### src/rtl/mission_status_defines.vh
// register addresses, fixed bit values and field positions of the mission status bank
`ifndef MISSION_STATUS_DEFINES_VH
`define MISSION_STATUS_DEFINES_VH
`define ADDR_ALARM_FLAGS 10'h214
`define ADDR_MISSION_STATE 10'h215
`define ADDR_DELAY_LOW 10'h216
`define ADDR_DELAY_MID 10'h217
`define ADDR_DELAY_HIGH 10'h218
`define ADDR_STAMP_SECONDS 10'h219
`define ADDR_STAMP_MINUTES 10'h21a
`define ADDR_STAMP_HOURS 10'h21b
`define ADDR_STAMP_DATE 10'h21c
`define ADDR_STAMP_MONTH 10'h21d
`define ADDR_STAMP_YEAR 10'h21e
`define ALARM_FIXED_ONES 8'h70
`define STATE_FIXED_ONES 8'hc0
`define BIT_LOW_TEMP 0
`define BIT_HIGH_TEMP 1
`define BIT_BATTERY_RESET 7
`define BIT_MISSION_ACTIVE 1
`define BIT_MEMORY_CLEARED 3
`define BIT_WAITING_ALARM 4
`define MASK_STAMP_SECONDS 8'h7f
`define MASK_STAMP_MINUTES 8'h7f
`define MASK_STAMP_HOURS 8'h7f
`define MASK_STAMP_DATE 8'h3f
`define MASK_STAMP_MONTH 8'h9f
`define MASK_STAMP_YEAR 8'hff
`endif

### src/rtl/mission_status_registers.v
// mission status and bookkeeping register bank of a temperature logger
// Functional notes
// - alarm flags read-only; bits 6:4 one, 3:2 zero
// - memory clear clears all alarm flags together
// - low flag sets on conversion at/below threshold
// - high flag sets on conversion at/above threshold
// - forced conversion and initial alarm also set flags
// - battery reset alarm reads one after power-on reset
// - state register read-only; fixed bits 0,2,5 zero, 7:6 one
// - mission active while running; clears on mission end
// - memory clear wipes alarms; with no mission active it also wipes stamp, count and sets cleared
// - cleared indicator drops on mission start
// - mission start refused unless memory was cleared
// - waiting flag set on alarm-triggered start success
// - waiting flag cleared only by temperature alarm
// - wait programmed minutes before logging or alarm test
// - start delay is 24-bit, low byte lowest address
// - delay writes ignored while mission in progress
// - delay expires before alarm testing begins
// - capture clock time of first mission sample
// - stamp bytes are BCD with hour and century bits
// - alarm start logs one period after alarm
`timescale 1ns/1ps
`include "mission_status_defines.vh"
module mission_status_registers #(
  parameter ADDR_WIDTH = 10,
  parameter DELAY_WIDTH = 24
) (
  input wire ref_clk,
  input wire rst,
  input wire powerOnReset,
  input wire [ADDR_WIDTH-1:0] regAddr,
  input wire regWrite,
  input wire [7:0] regWriteData,
  input wire clearMemoryCmd,
  input wire startMissionCmd,
  input wire stopMissionCmd,
  input wire alarmTriggeredStart,
  input wire minuteTick,
  input wire sampleTick,
  input wire conversionDone,
  input wire forcedConversion,
  input wire lowAlarmHit,
  input wire highAlarmHit,
  input wire [47:0] rtcTime,
  output reg [7:0] regReadData,
  output reg startRefused,
  output reg loggingEnable,
  output reg alarmTestEnable,
  output reg sampleCountClear
);

  // ************************************************************
  // state
  // ************************************************************
  localparam PH_IDLE = 2'd0;
  localparam PH_DELAY = 2'd1;
  localparam PH_ALARM_TEST = 2'd2;
  localparam PH_LOGGING = 2'd3;

  reg [1:0] phase_reg;
  reg [1:0] phase_next;
  reg lowTemp_reg;
  reg highTemp_reg;
  reg batteryReset_reg;
  reg missionActive_reg;
  reg memoryCleared_reg;
  reg waitingAlarm_reg;
  reg firstSampleDue_reg;
  reg armLogging_reg;
  reg [DELAY_WIDTH-1:0] delay_reg;
  reg [DELAY_WIDTH-1:0] delayCount_reg;
  reg [47:0] stamp_reg;

  wire startOk = startMissionCmd && !missionActive_reg && memoryCleared_reg;
  wire missionConv = conversionDone && missionActive_reg &&
    (phase_reg == PH_ALARM_TEST || phase_reg == PH_LOGGING);
  wire flagConv = missionConv || forcedConversion;
  wire alarmEvent = flagConv && (lowAlarmHit || highAlarmHit);

  // ************************************************************
  // mission sequencing
  // ************************************************************
  always @* begin
    phase_next = phase_reg;
    case (phase_reg)
      PH_IDLE: begin
        if (startOk) begin
          if (delay_reg != {DELAY_WIDTH{1'b0}}) begin
            phase_next = PH_DELAY;
          end else if (alarmTriggeredStart) begin
            phase_next = PH_ALARM_TEST;
          end else begin
            phase_next = PH_LOGGING;
          end
        end
      end
      PH_DELAY: begin
        // alarm testing only after the delay runs out
        if (minuteTick && delayCount_reg <= {{(DELAY_WIDTH-1){1'b0}}, 1'b1}) begin
          phase_next = alarmTriggeredStart ? PH_ALARM_TEST : PH_LOGGING;
        end
      end
      PH_ALARM_TEST: begin
        if (armLogging_reg && sampleTick) begin
          phase_next = PH_LOGGING;
        end
      end
      PH_LOGGING: begin
        phase_next = PH_LOGGING;
      end
      default: begin
        phase_next = PH_IDLE;
      end
    endcase
    if (stopMissionCmd) begin
      phase_next = PH_IDLE;
    end
  end

  always @(posedge ref_clk) begin
    if (rst) begin
      phase_reg <= PH_IDLE;
      delayCount_reg <= {DELAY_WIDTH{1'b0}};
      missionActive_reg <= 1'b0;
      armLogging_reg <= 1'b0;
      firstSampleDue_reg <= 1'b0;
      loggingEnable <= 1'b0;
      alarmTestEnable <= 1'b0;
      startRefused <= 1'b0;
    end else begin
      phase_reg <= phase_next;
      startRefused <= startMissionCmd && !startOk;
      if (startOk) begin
        delayCount_reg <= delay_reg;
      end else if (phase_reg == PH_DELAY && minuteTick) begin
        delayCount_reg <= delayCount_reg - {{(DELAY_WIDTH-1){1'b0}}, 1'b1};
      end
      if (stopMissionCmd) begin
        missionActive_reg <= 1'b0;
      end else if (startOk) begin
        missionActive_reg <= 1'b1;
      end
      // the alarm conversion is not logged; the next sample period is
      if (phase_reg == PH_ALARM_TEST && missionConv && (lowAlarmHit || highAlarmHit)) begin
        armLogging_reg <= 1'b1;
      end else if (phase_reg != PH_ALARM_TEST) begin
        armLogging_reg <= 1'b0;
      end
      if (startOk) begin
        firstSampleDue_reg <= 1'b1;
      end else if (phase_reg == PH_LOGGING && conversionDone) begin
        firstSampleDue_reg <= 1'b0;
      end
      loggingEnable <= (phase_next == PH_LOGGING);
      alarmTestEnable <= (phase_next == PH_ALARM_TEST);
    end
  end

  // ************************************************************
  // flags, delay and stamp
  // ************************************************************
  always @(posedge ref_clk) begin
    if (rst) begin
      lowTemp_reg <= 1'b0;
      highTemp_reg <= 1'b0;
      batteryReset_reg <= 1'b0;
      memoryCleared_reg <= 1'b0;
      waitingAlarm_reg <= 1'b0;
      delay_reg <= {DELAY_WIDTH{1'b0}};
      stamp_reg <= 48'h000000000000;
      sampleCountClear <= 1'b0;
    end else begin
      // set wins over the clear when both land in one cycle
      if (flagConv && lowAlarmHit) begin
        lowTemp_reg <= 1'b1;
      end else if (clearMemoryCmd) begin
        lowTemp_reg <= 1'b0;
      end
      if (flagConv && highAlarmHit) begin
        highTemp_reg <= 1'b1;
      end else if (clearMemoryCmd) begin
        highTemp_reg <= 1'b0;
      end
      if (powerOnReset) begin
        batteryReset_reg <= 1'b1;
      end else if (clearMemoryCmd) begin
        batteryReset_reg <= 1'b0;
      end
      if (clearMemoryCmd && !missionActive_reg) begin
        memoryCleared_reg <= 1'b1;
      end else if (startOk) begin
        memoryCleared_reg <= 1'b0;
      end
      // memory clearing leaves this one alone on purpose
      if (startOk && alarmTriggeredStart) begin
        waitingAlarm_reg <= 1'b1;
      end else if (alarmEvent) begin
        waitingAlarm_reg <= 1'b0;
      end
      if (regWrite && !missionActive_reg) begin
        case (regAddr)
          `ADDR_DELAY_LOW: delay_reg[7:0] <= regWriteData;
          `ADDR_DELAY_MID: delay_reg[15:8] <= regWriteData;
          `ADDR_DELAY_HIGH: delay_reg[23:16] <= regWriteData;
          default: begin
          end
        endcase
      end
      if (clearMemoryCmd && !missionActive_reg) begin
        stamp_reg <= 48'h000000000000;
      end else if (firstSampleDue_reg && phase_reg == PH_LOGGING && conversionDone) begin
        stamp_reg <= rtcTime;
      end
      sampleCountClear <= clearMemoryCmd && !missionActive_reg;
    end
  end

  // ************************************************************
  // read port
  // ************************************************************
  always @(posedge ref_clk) begin
    if (rst) begin
      regReadData <= 8'h00;
    end else begin
      case (regAddr)
        `ADDR_ALARM_FLAGS: regReadData <= `ALARM_FIXED_ONES | {batteryReset_reg, 5'h00, highTemp_reg,
          lowTemp_reg};
        `ADDR_MISSION_STATE: regReadData <= `STATE_FIXED_ONES | {3'h0, waitingAlarm_reg,
          memoryCleared_reg, 1'b0, missionActive_reg, 1'b0};
        `ADDR_DELAY_LOW: regReadData <= delay_reg[7:0];
        `ADDR_DELAY_MID: regReadData <= delay_reg[15:8];
        `ADDR_DELAY_HIGH: regReadData <= delay_reg[23:16];
        // stamp bytes: seconds, minutes, hours, date, month, year from bit 0 up
        `ADDR_STAMP_SECONDS: regReadData <= stamp_reg[7:0] & `MASK_STAMP_SECONDS;
        `ADDR_STAMP_MINUTES: regReadData <= stamp_reg[15:8] & `MASK_STAMP_MINUTES;
        `ADDR_STAMP_HOURS: regReadData <= stamp_reg[23:16] & `MASK_STAMP_HOURS;
        `ADDR_STAMP_DATE: regReadData <= stamp_reg[31:24] & `MASK_STAMP_DATE;
        `ADDR_STAMP_MONTH: regReadData <= stamp_reg[39:32] & `MASK_STAMP_MONTH;
        `ADDR_STAMP_YEAR: regReadData <= stamp_reg[47:40] & `MASK_STAMP_YEAR;
        default: regReadData <= 8'h00;
      endcase
    end
  end

endmodule // mission_status_registers

### config.mk
export PLATFORM = sky130hd
export DESIGN_NAME = mission_status_registers
export DESIGN_NICKNAME = d
export VERILOG_FILES = /design/src/rtl/mission_status_registers.v
export VERILOG_INCLUDE_DIRS = /design/src /design/src/rtl
export SDC_FILE = /design/constraint.sdc
export NUM_CORES = 1
export LEC_CHECK = 0
export ABC_AREA = 1
export BUFFER_PORTS_ARGS = -buffer_cell sky130_fd_sc_hd__clkbuf_2
export CAP_MARGIN = 20
export CORE_MARGIN = 2
export CORE_UTILIZATION = 35
export CTS_BUF_LIST = sky130_fd_sc_hd__clkbuf_8
export DETAILED_ROUTE_END_ITERATION = 12
export MAX_ROUTING_LAYER = met4
export PLACE_DENSITY = 0.67
export SYNTH_ARGS = -nofsm -noshare
export SYNTH_HDL_FRONTEND = slang
export SYNTH_SLANG_ARGS = --single-unit
export TNS_END_PERCENT = 50
### constraint.sdc
create_clock -name ref_clk -period 1.4 [get_ports ref_clk]
set_input_delay 0.07 -clock ref_clk [delete_from_list [all_inputs] [get_ports ref_clk]]
set_output_delay 0.07 -clock ref_clk [all_outputs]
set_load 0.05 [all_outputs]
==> flow_metrics.tcl, run 1 <==
set metrics [dict create \
    finish.instance_area_sq_um 8350 \
    overflow 0 \
    startpoint "phase_reg[1]" \
    cp.arrival_ns 1.71 \
    fin_hold_ws_ns 0.0127 \
    rows 47 \
    leakage_nw 3.71 \
    synthesis.nets 974 \
    power.share.switching_pct 28.7 \
    die_y_um 133 \
    clkPwrFrac_pct 32.2 \
    hp-start "regWriteData[2]" \
    initial_core_util_pct 35.5 \
    clock-sinks 111 \
    min_period_ns 1.38 \
    rsz0062_at_grt "true" \
    die_area_sq_um 17700 \
    synthFlopType "dfxtp_1" \
    die_width_um 133 \
    wl_um 19300 \
    h-tree-depth 3 \
    worstMarginPinSlew_ns 0.321 \
    ant_nets 0 \
    cap_violations 0 \
    drive_gt1_share_pct 28.5 \
    gp_congestion 0.959 \
    combPwrFrac_pct 17.4 \
    cp-start-kind "register" \
    hpwl_um 14000 \
    netlist.area_leader.share_pct 38.2 \
    numCtsBuffers 9 \
    r2r_end "stamp_reg[35]" \
    power_frac_seq_pct 50.4 \
    p_per_area_nw_per_um2 766 \
    grt_pass1_vias 6165 \
    timing.final.max_slew_violations 0 \
    grt_max_degree 45 \
    synth.avg_cell_area_sq_um 6.53 \
    num_vias 6467 \
    tns_ns 0 \
    internal_power_w 0.00455 \
    setup_viol 0 \
    synth_cell_types 36 \
    status "finished clean" \
    synth_top_area_cell "dfxtp_1" \
    hold_class "in2reg" \
    finalNetCount 1186 \
    clock.fmax_ghz 0.726 \
    finClkSkew_ns 0.00494 \
    first_pass_iters 7 \
    clkTransAtPathRegs_ns 0.11 \
    cp_max_fo 9 \
    grt_usage_pct 22.3 \
    diodes 0 \
    grt_first_pass_wirelength_um 30400 \
    ys_warn_count 0 \
    synth_area_sq_um 5820 \
    dpl_cell_area_sq_um 7100 \
    period_share_pct 98.4 \
    drt_iter0_drc 458 \
    largest_register_ffs 41 \
    clockRootBuffer "clkbuf_8" \
    switching_power_w 0.00184 \
    min_to "delay_reg[10]" \
    seq_area_frac_synth_pct 38.2 \
    slew_headroom_pct 78.6 \
    postSynthCellCount 892 \
    end_kind "register" \
    min_path_cells 3 \
    ys_top_cells_by_count "nand2_1 (234), nor2_1 (131), dfxtp_1 (111)" \
    ir_drop_v 0.000592 \
    timing.rr.start "phase_reg[1]" \
    area_growth_pct 43.4 \
    reg2reg_slack_ns 0.02 \
    critPathKind "reg2reg" \
    cts_buffer_depth 2 \
    routed_via_density 4.87 \
    rr_worst_depth 8 \
    ios 92 \
    io_buffers 84 \
    coreArea_sq_um 16400 \
    ys_ff_latch 111 \
    yosysMostFrequentCell "nand2_1" \
    antenna_found_initial 0 \
    async_reset_ff_share_pct 0 \
    critPathRequiredTime_ns 1.74 \
    cts_tree "done" \
    clk_latency_ns 0.40 \
    synth.area.top_cells "dfxtp_1 (38%), nand2_1 (15%), nor2_1 (8.4%)" \
    wire_per_inst_um 14.5 \
    drc 0 \
    synth-edff-count 0 \
    hold_viol 0 \
]
## cells in the final DEF, fill, tap and decap left out, drive strengths merged
cell / n
buf: 90
nand3b: 2
dfxtp: 111
o21bai: 1
o211ai: 6
a211oi: 11
o22ai: 8
dlygate4sd3: 53
a31oi: 7
clkinvlp: 1
inv: 114
nor4: 1
nand4: 17
clkinv: 3
a21oi: 73
a21boi: 1
bufinv: 1
nor2: 141
a2bb2oi: 1
nand2: 241
o21ai: 36
or2: 2
nor3: 14
clkbuf: 97
xor2: 8
ha: 2
nand3: 67
## logic make-up (layout without fill, tap and decap cells)
kind of cell    after synthesis  after routing  synth area share, %
simple gates                485            485                 35.9
compound gates              144            144                 14.3
buf+inv                     142            359                 10.1
flops                       111            111                 38.2
xor+xnor                      8              8                 1.20
fa+ha+maj                     2              2                0.430
## cell type report
| type | instances | area, sq um |
|---|---|---|
| multi-input cells | 639 | 3330 |
| inverters | 112 | 435 |
| clock buffers | 9 | 124 |
| clock inverters | 7 | 77.6 |
| flip-flops and latches | 111 | 2240 |
| repair buffers | 231 | 1870 |
| fillers | 1570 | 8060 |
| well taps | 220 | 275 |
## routing by layer
layer / GRT usage [%] / vias up / share of wire (%)
met4: 7.95 / 0 / 3.0
li1: - / 3284 / -
met2: 37.3 / 196 / 49
met1: 26.6 / 2949 / 43
met3: 4.44 / 38 / 4.9
met5: - / - / 0
## critical path, stage by stage (launching register included)
cell	delay (ns)
dfxtp_2	0.35
inv_2	0.05
buf_6	0.12
nor3_4	0.23
nand2_4	0.12
clkinv_8	0.10
clkbuf_16	0.16
nand2_1	0.06
a21oi_1	0.12
## through the flow
| stage | utilization [%] | setup WS, ns | power, W | instances |
|---|---|---|---|---|
| detailed placement | 43.3 | -0.146 | 0.00416 | 1252 |
| floorplan | - | -0.0189 | 0.00375 | 892 |
| global route | 50.9 | -0.0799 | 0.00668 | 1329 |
| CTS | 48.5 | 0.00408 | 0.00632 | 1323 |
| finish | 50.9 | 0.0220 | 0.00639 | 1329 |
| global placement | 43.3 | -0.123 | 0.00415 | 1252 |
## power groups by stage
stage	registers, W	clock network, W	logic (W)
final	0.00322	0.00206	0.00111
after global routing	0.00323	0.00222	0.00123
after CTS	0.00321	0.00209	0.00101
after detailed placement	0.00328	0	0.000873
after global placement	0.00328	0	0.000866
after floorplan	0.00330	0	0.000456
## worst max-delay path by stage
| stage | endpoint | slack, ns |
|---|---|---|
| after floorplan | delayCount_reg[16] | -0.02 |
| after global placement | delayCount_reg[16] | -0.12 |
| after detailed placement | delayCount_reg[16] | -0.15 |
| after CTS | delayCount_reg[9] | 0.004 |
| after global routing | alarmTestEnable | -0.08 |
| final | stamp_reg[35] | 0.02 |
## timing repair
action	CTS	global route
setup buffers	1	3
hold buffers	53	0
pin swaps	6	32
setup endpoints to repair	31	76
endpoints found under the hold margin	55	0
gates resized for setup	27	97
cloned	1	4
(Power assumes the default switching activity.)
==> inputs of run 2 (changes only) <==
BUFFER_PORTS_ARGS = -buffer_cell sky130_fd_sc_hd__buf_2   (was -buffer_cell sky130_fd_sc_hd__clkbuf_2)
SKIP_CTS_REPAIR_TIMING = 1   (was default)
==> run 2 against run 1 <==
The flow now finishes with violations (hold timing, setup timing). Flip-flop and latch count unchanged. Count of clock-buffer cells in the layout unchanged. Clock skew increased by 0.0059 ns. Largest cell class unchanged. Core utilization increased by 0.061 points. Highest routed layer unchanged. Hold slack got worse by 0.016 ns. Sequential share of layout area about the same.
==> flow_metrics.tcl, run 2 (same netlist as run 1, synthesis figures left out) <==
set metrics [dict create \
    crit_buf_inv 4 \
    cp-start-kind "register" \
    setup_viol 23 \
    rsz0062_at_grt "true" \
    critPathKind "reg2reg" \
    largest_register_ffs 41 \
    finish.instance_area_sq_um 8360 \
    finalNetCount 1183 \
    path_delay_family "buffers and inverters" \
    coreArea_sq_um 16400 \
    slew_headroom_pct 78.9 \
    worstMarginPinSlew_ns 0.314 \
    overflow 0 \
    grt_usage_pct 20.8 \
    hpwl_um 13800 \
    dpl_cell_area_sq_um 7060 \
    die_area_sq_um 17700 \
    rows 47 \
    die_y_um 133 \
    layout.cells.non_filler 1326 \
    critPathRequiredTime_ns 1.73 \
    numCtsBuffers 9 \
    gp_congestion 0.956 \
    grt_max_degree 44 \
    initial_core_util_pct 35.5 \
    routed_via_density 4.86 \
    final_core_util_pct 50.9 \
    finClkSkew_ns 0.0109 \
    wire_per_inst_um 14.7 \
    cp_max_fo 19 \
    period_share_pct 106 \
    violations "hold timing, setup timing" \
    status "finished, violations left" \
    grt_first_pass_wirelength_um 28200 \
    num_vias 6447 \
    cp.arrival_ns 1.81 \
    area_growth_pct 43.5 \
    clkTransAtPathRegs_ns 0.11 \
    layout_common_cells "nand2_1 (203), nor2_1 (113), dfxtp_1 (100)" \
    first_pass_iters 5 \
    ir_drop_v 0.000697 \
    clock-sinks 111 \
    drt_iter0_drc 428 \
    slowest_delay_ns 0.35 \
    ant_nets 0 \
    cts_buffer_depth 2 \
    clock.fmax_ghz 0.676 \
    hold_viol 1 \
    timing.final.max_slew_violations 0 \
    clk_latency_ns 0.40 \
    drive_gt1_share_pct 28.9 \
    h-tree-depth 3 \
    p_per_area_nw_per_um2 778 \
    cts_tree "done" \
    leakage_nw 3.77 \
    place_inst 1248 \
    die_width_um 133 \
    wl_um 19600 \
    slowest_stage "dfxtp_2" \
    hold_class "in2reg" \
    ios 92 \
    drc 0 \
    antenna_found_initial 0 \
    cap_violations 0 \
    post-place-ws_ns -0.158 \
    nFillCells 1583 \
    cp_cell_sequence "inv_2 -> buf_6 -> nor3_4 -> nand2_2 -> clkinv_4 -> clkbuf_16 -> nand2_1 -> a21oi_1" \
    diodes 0 \
    fin_hold_ws_ns -0.00324 \
    clockRootBuffer "clkbuf_8" \
    io_buffers 84 \
    fin_ws_ns -0.0798 \
    min_period_ns 1.48 \
    final_common_cell "nand2_1" \
    end_kind "register" \
    grt_pass1_vias 5742 \
]
[run 2: cell count changes in the layout (fill, tap and decap cells not counted), sizes merged]
cell         previous run  this run
inv                   114       116
bufinv                  1         2
clkinv                  3         1
clkbuf                 97        12
buf                    90       170
dlygate4sd3            53        55
clkinvlp                1         0
[run 2: per-layer routing]
| layer | global-route usage (%) | share of wire [%] | vias up |
|---|---|---|---|
| met3 | 4.02 | 3.7 | 53 |
| met1 | 25.9 | 44 | 2936 |
| met5 | - | 0 | - |
| met4 | 8.42 | 3.8 | 0 |
| met2 | 33.3 | 49 | 171 |
| li1 | - | - | 3287 |
[run 2: area by class of cell]
type	instances	area [sq um]	area share (%)
Inverter	112	430	5.15
Timing Repair Buffer	228	1810	21.6
Clock inverter	7	93.8	1.12
Multi-Input combinational cell	639	3380	40.5
Clock buffer	9	124	1.48
Tap cell	220	275	3.29
Sequential cell	111	2240	26.8
[run 2: final timing paths]
| check | startpoint | to | slack (ns) | depth (start not counted) |
|---|---|---|---|---|
| setup / recovery | phase_reg[1] | stamp_reg[9] | -0.08 | 8 |
| hold / removal | regWriteData[1] | delay_reg[9] | -0.003 | 3 |
| setup reg to reg | phase_reg[1] | stamp_reg[9] | -0.08 | 8 |
| hold reg to reg | waitingAlarm_reg | waitingAlarm_reg | 0.47 | 2 |
[run 2: through the flow]
step,TNS (ns),total power (W)
CTS,-1.71,0.00630
global route,-3.93,0.00676
floorplan,-0.0488,0.00375
finish,-0.505,0.00651
detailed placement,-1.06,0.00414
global placement,-0.510,0.00413
[run 2: power by group]
group          total, W  switching, W  internal [W]
combinational   0.00109      0.000601      0.000485
sequential      0.00321     0.0000265       0.00319
clock           0.00221       0.00119       0.00102
[run 2: worst reg2reg max path, stage by stage, from the launching register on]
cell and delay, ns:
dfxtp_2 0.35, inv_2 0.04, buf_6 0.12, nor3_4 0.20, nand2_2 0.14, clkinv_4 0.14, clkbuf_16 0.20, nand2_1 0.08
a21oi_1 0.15
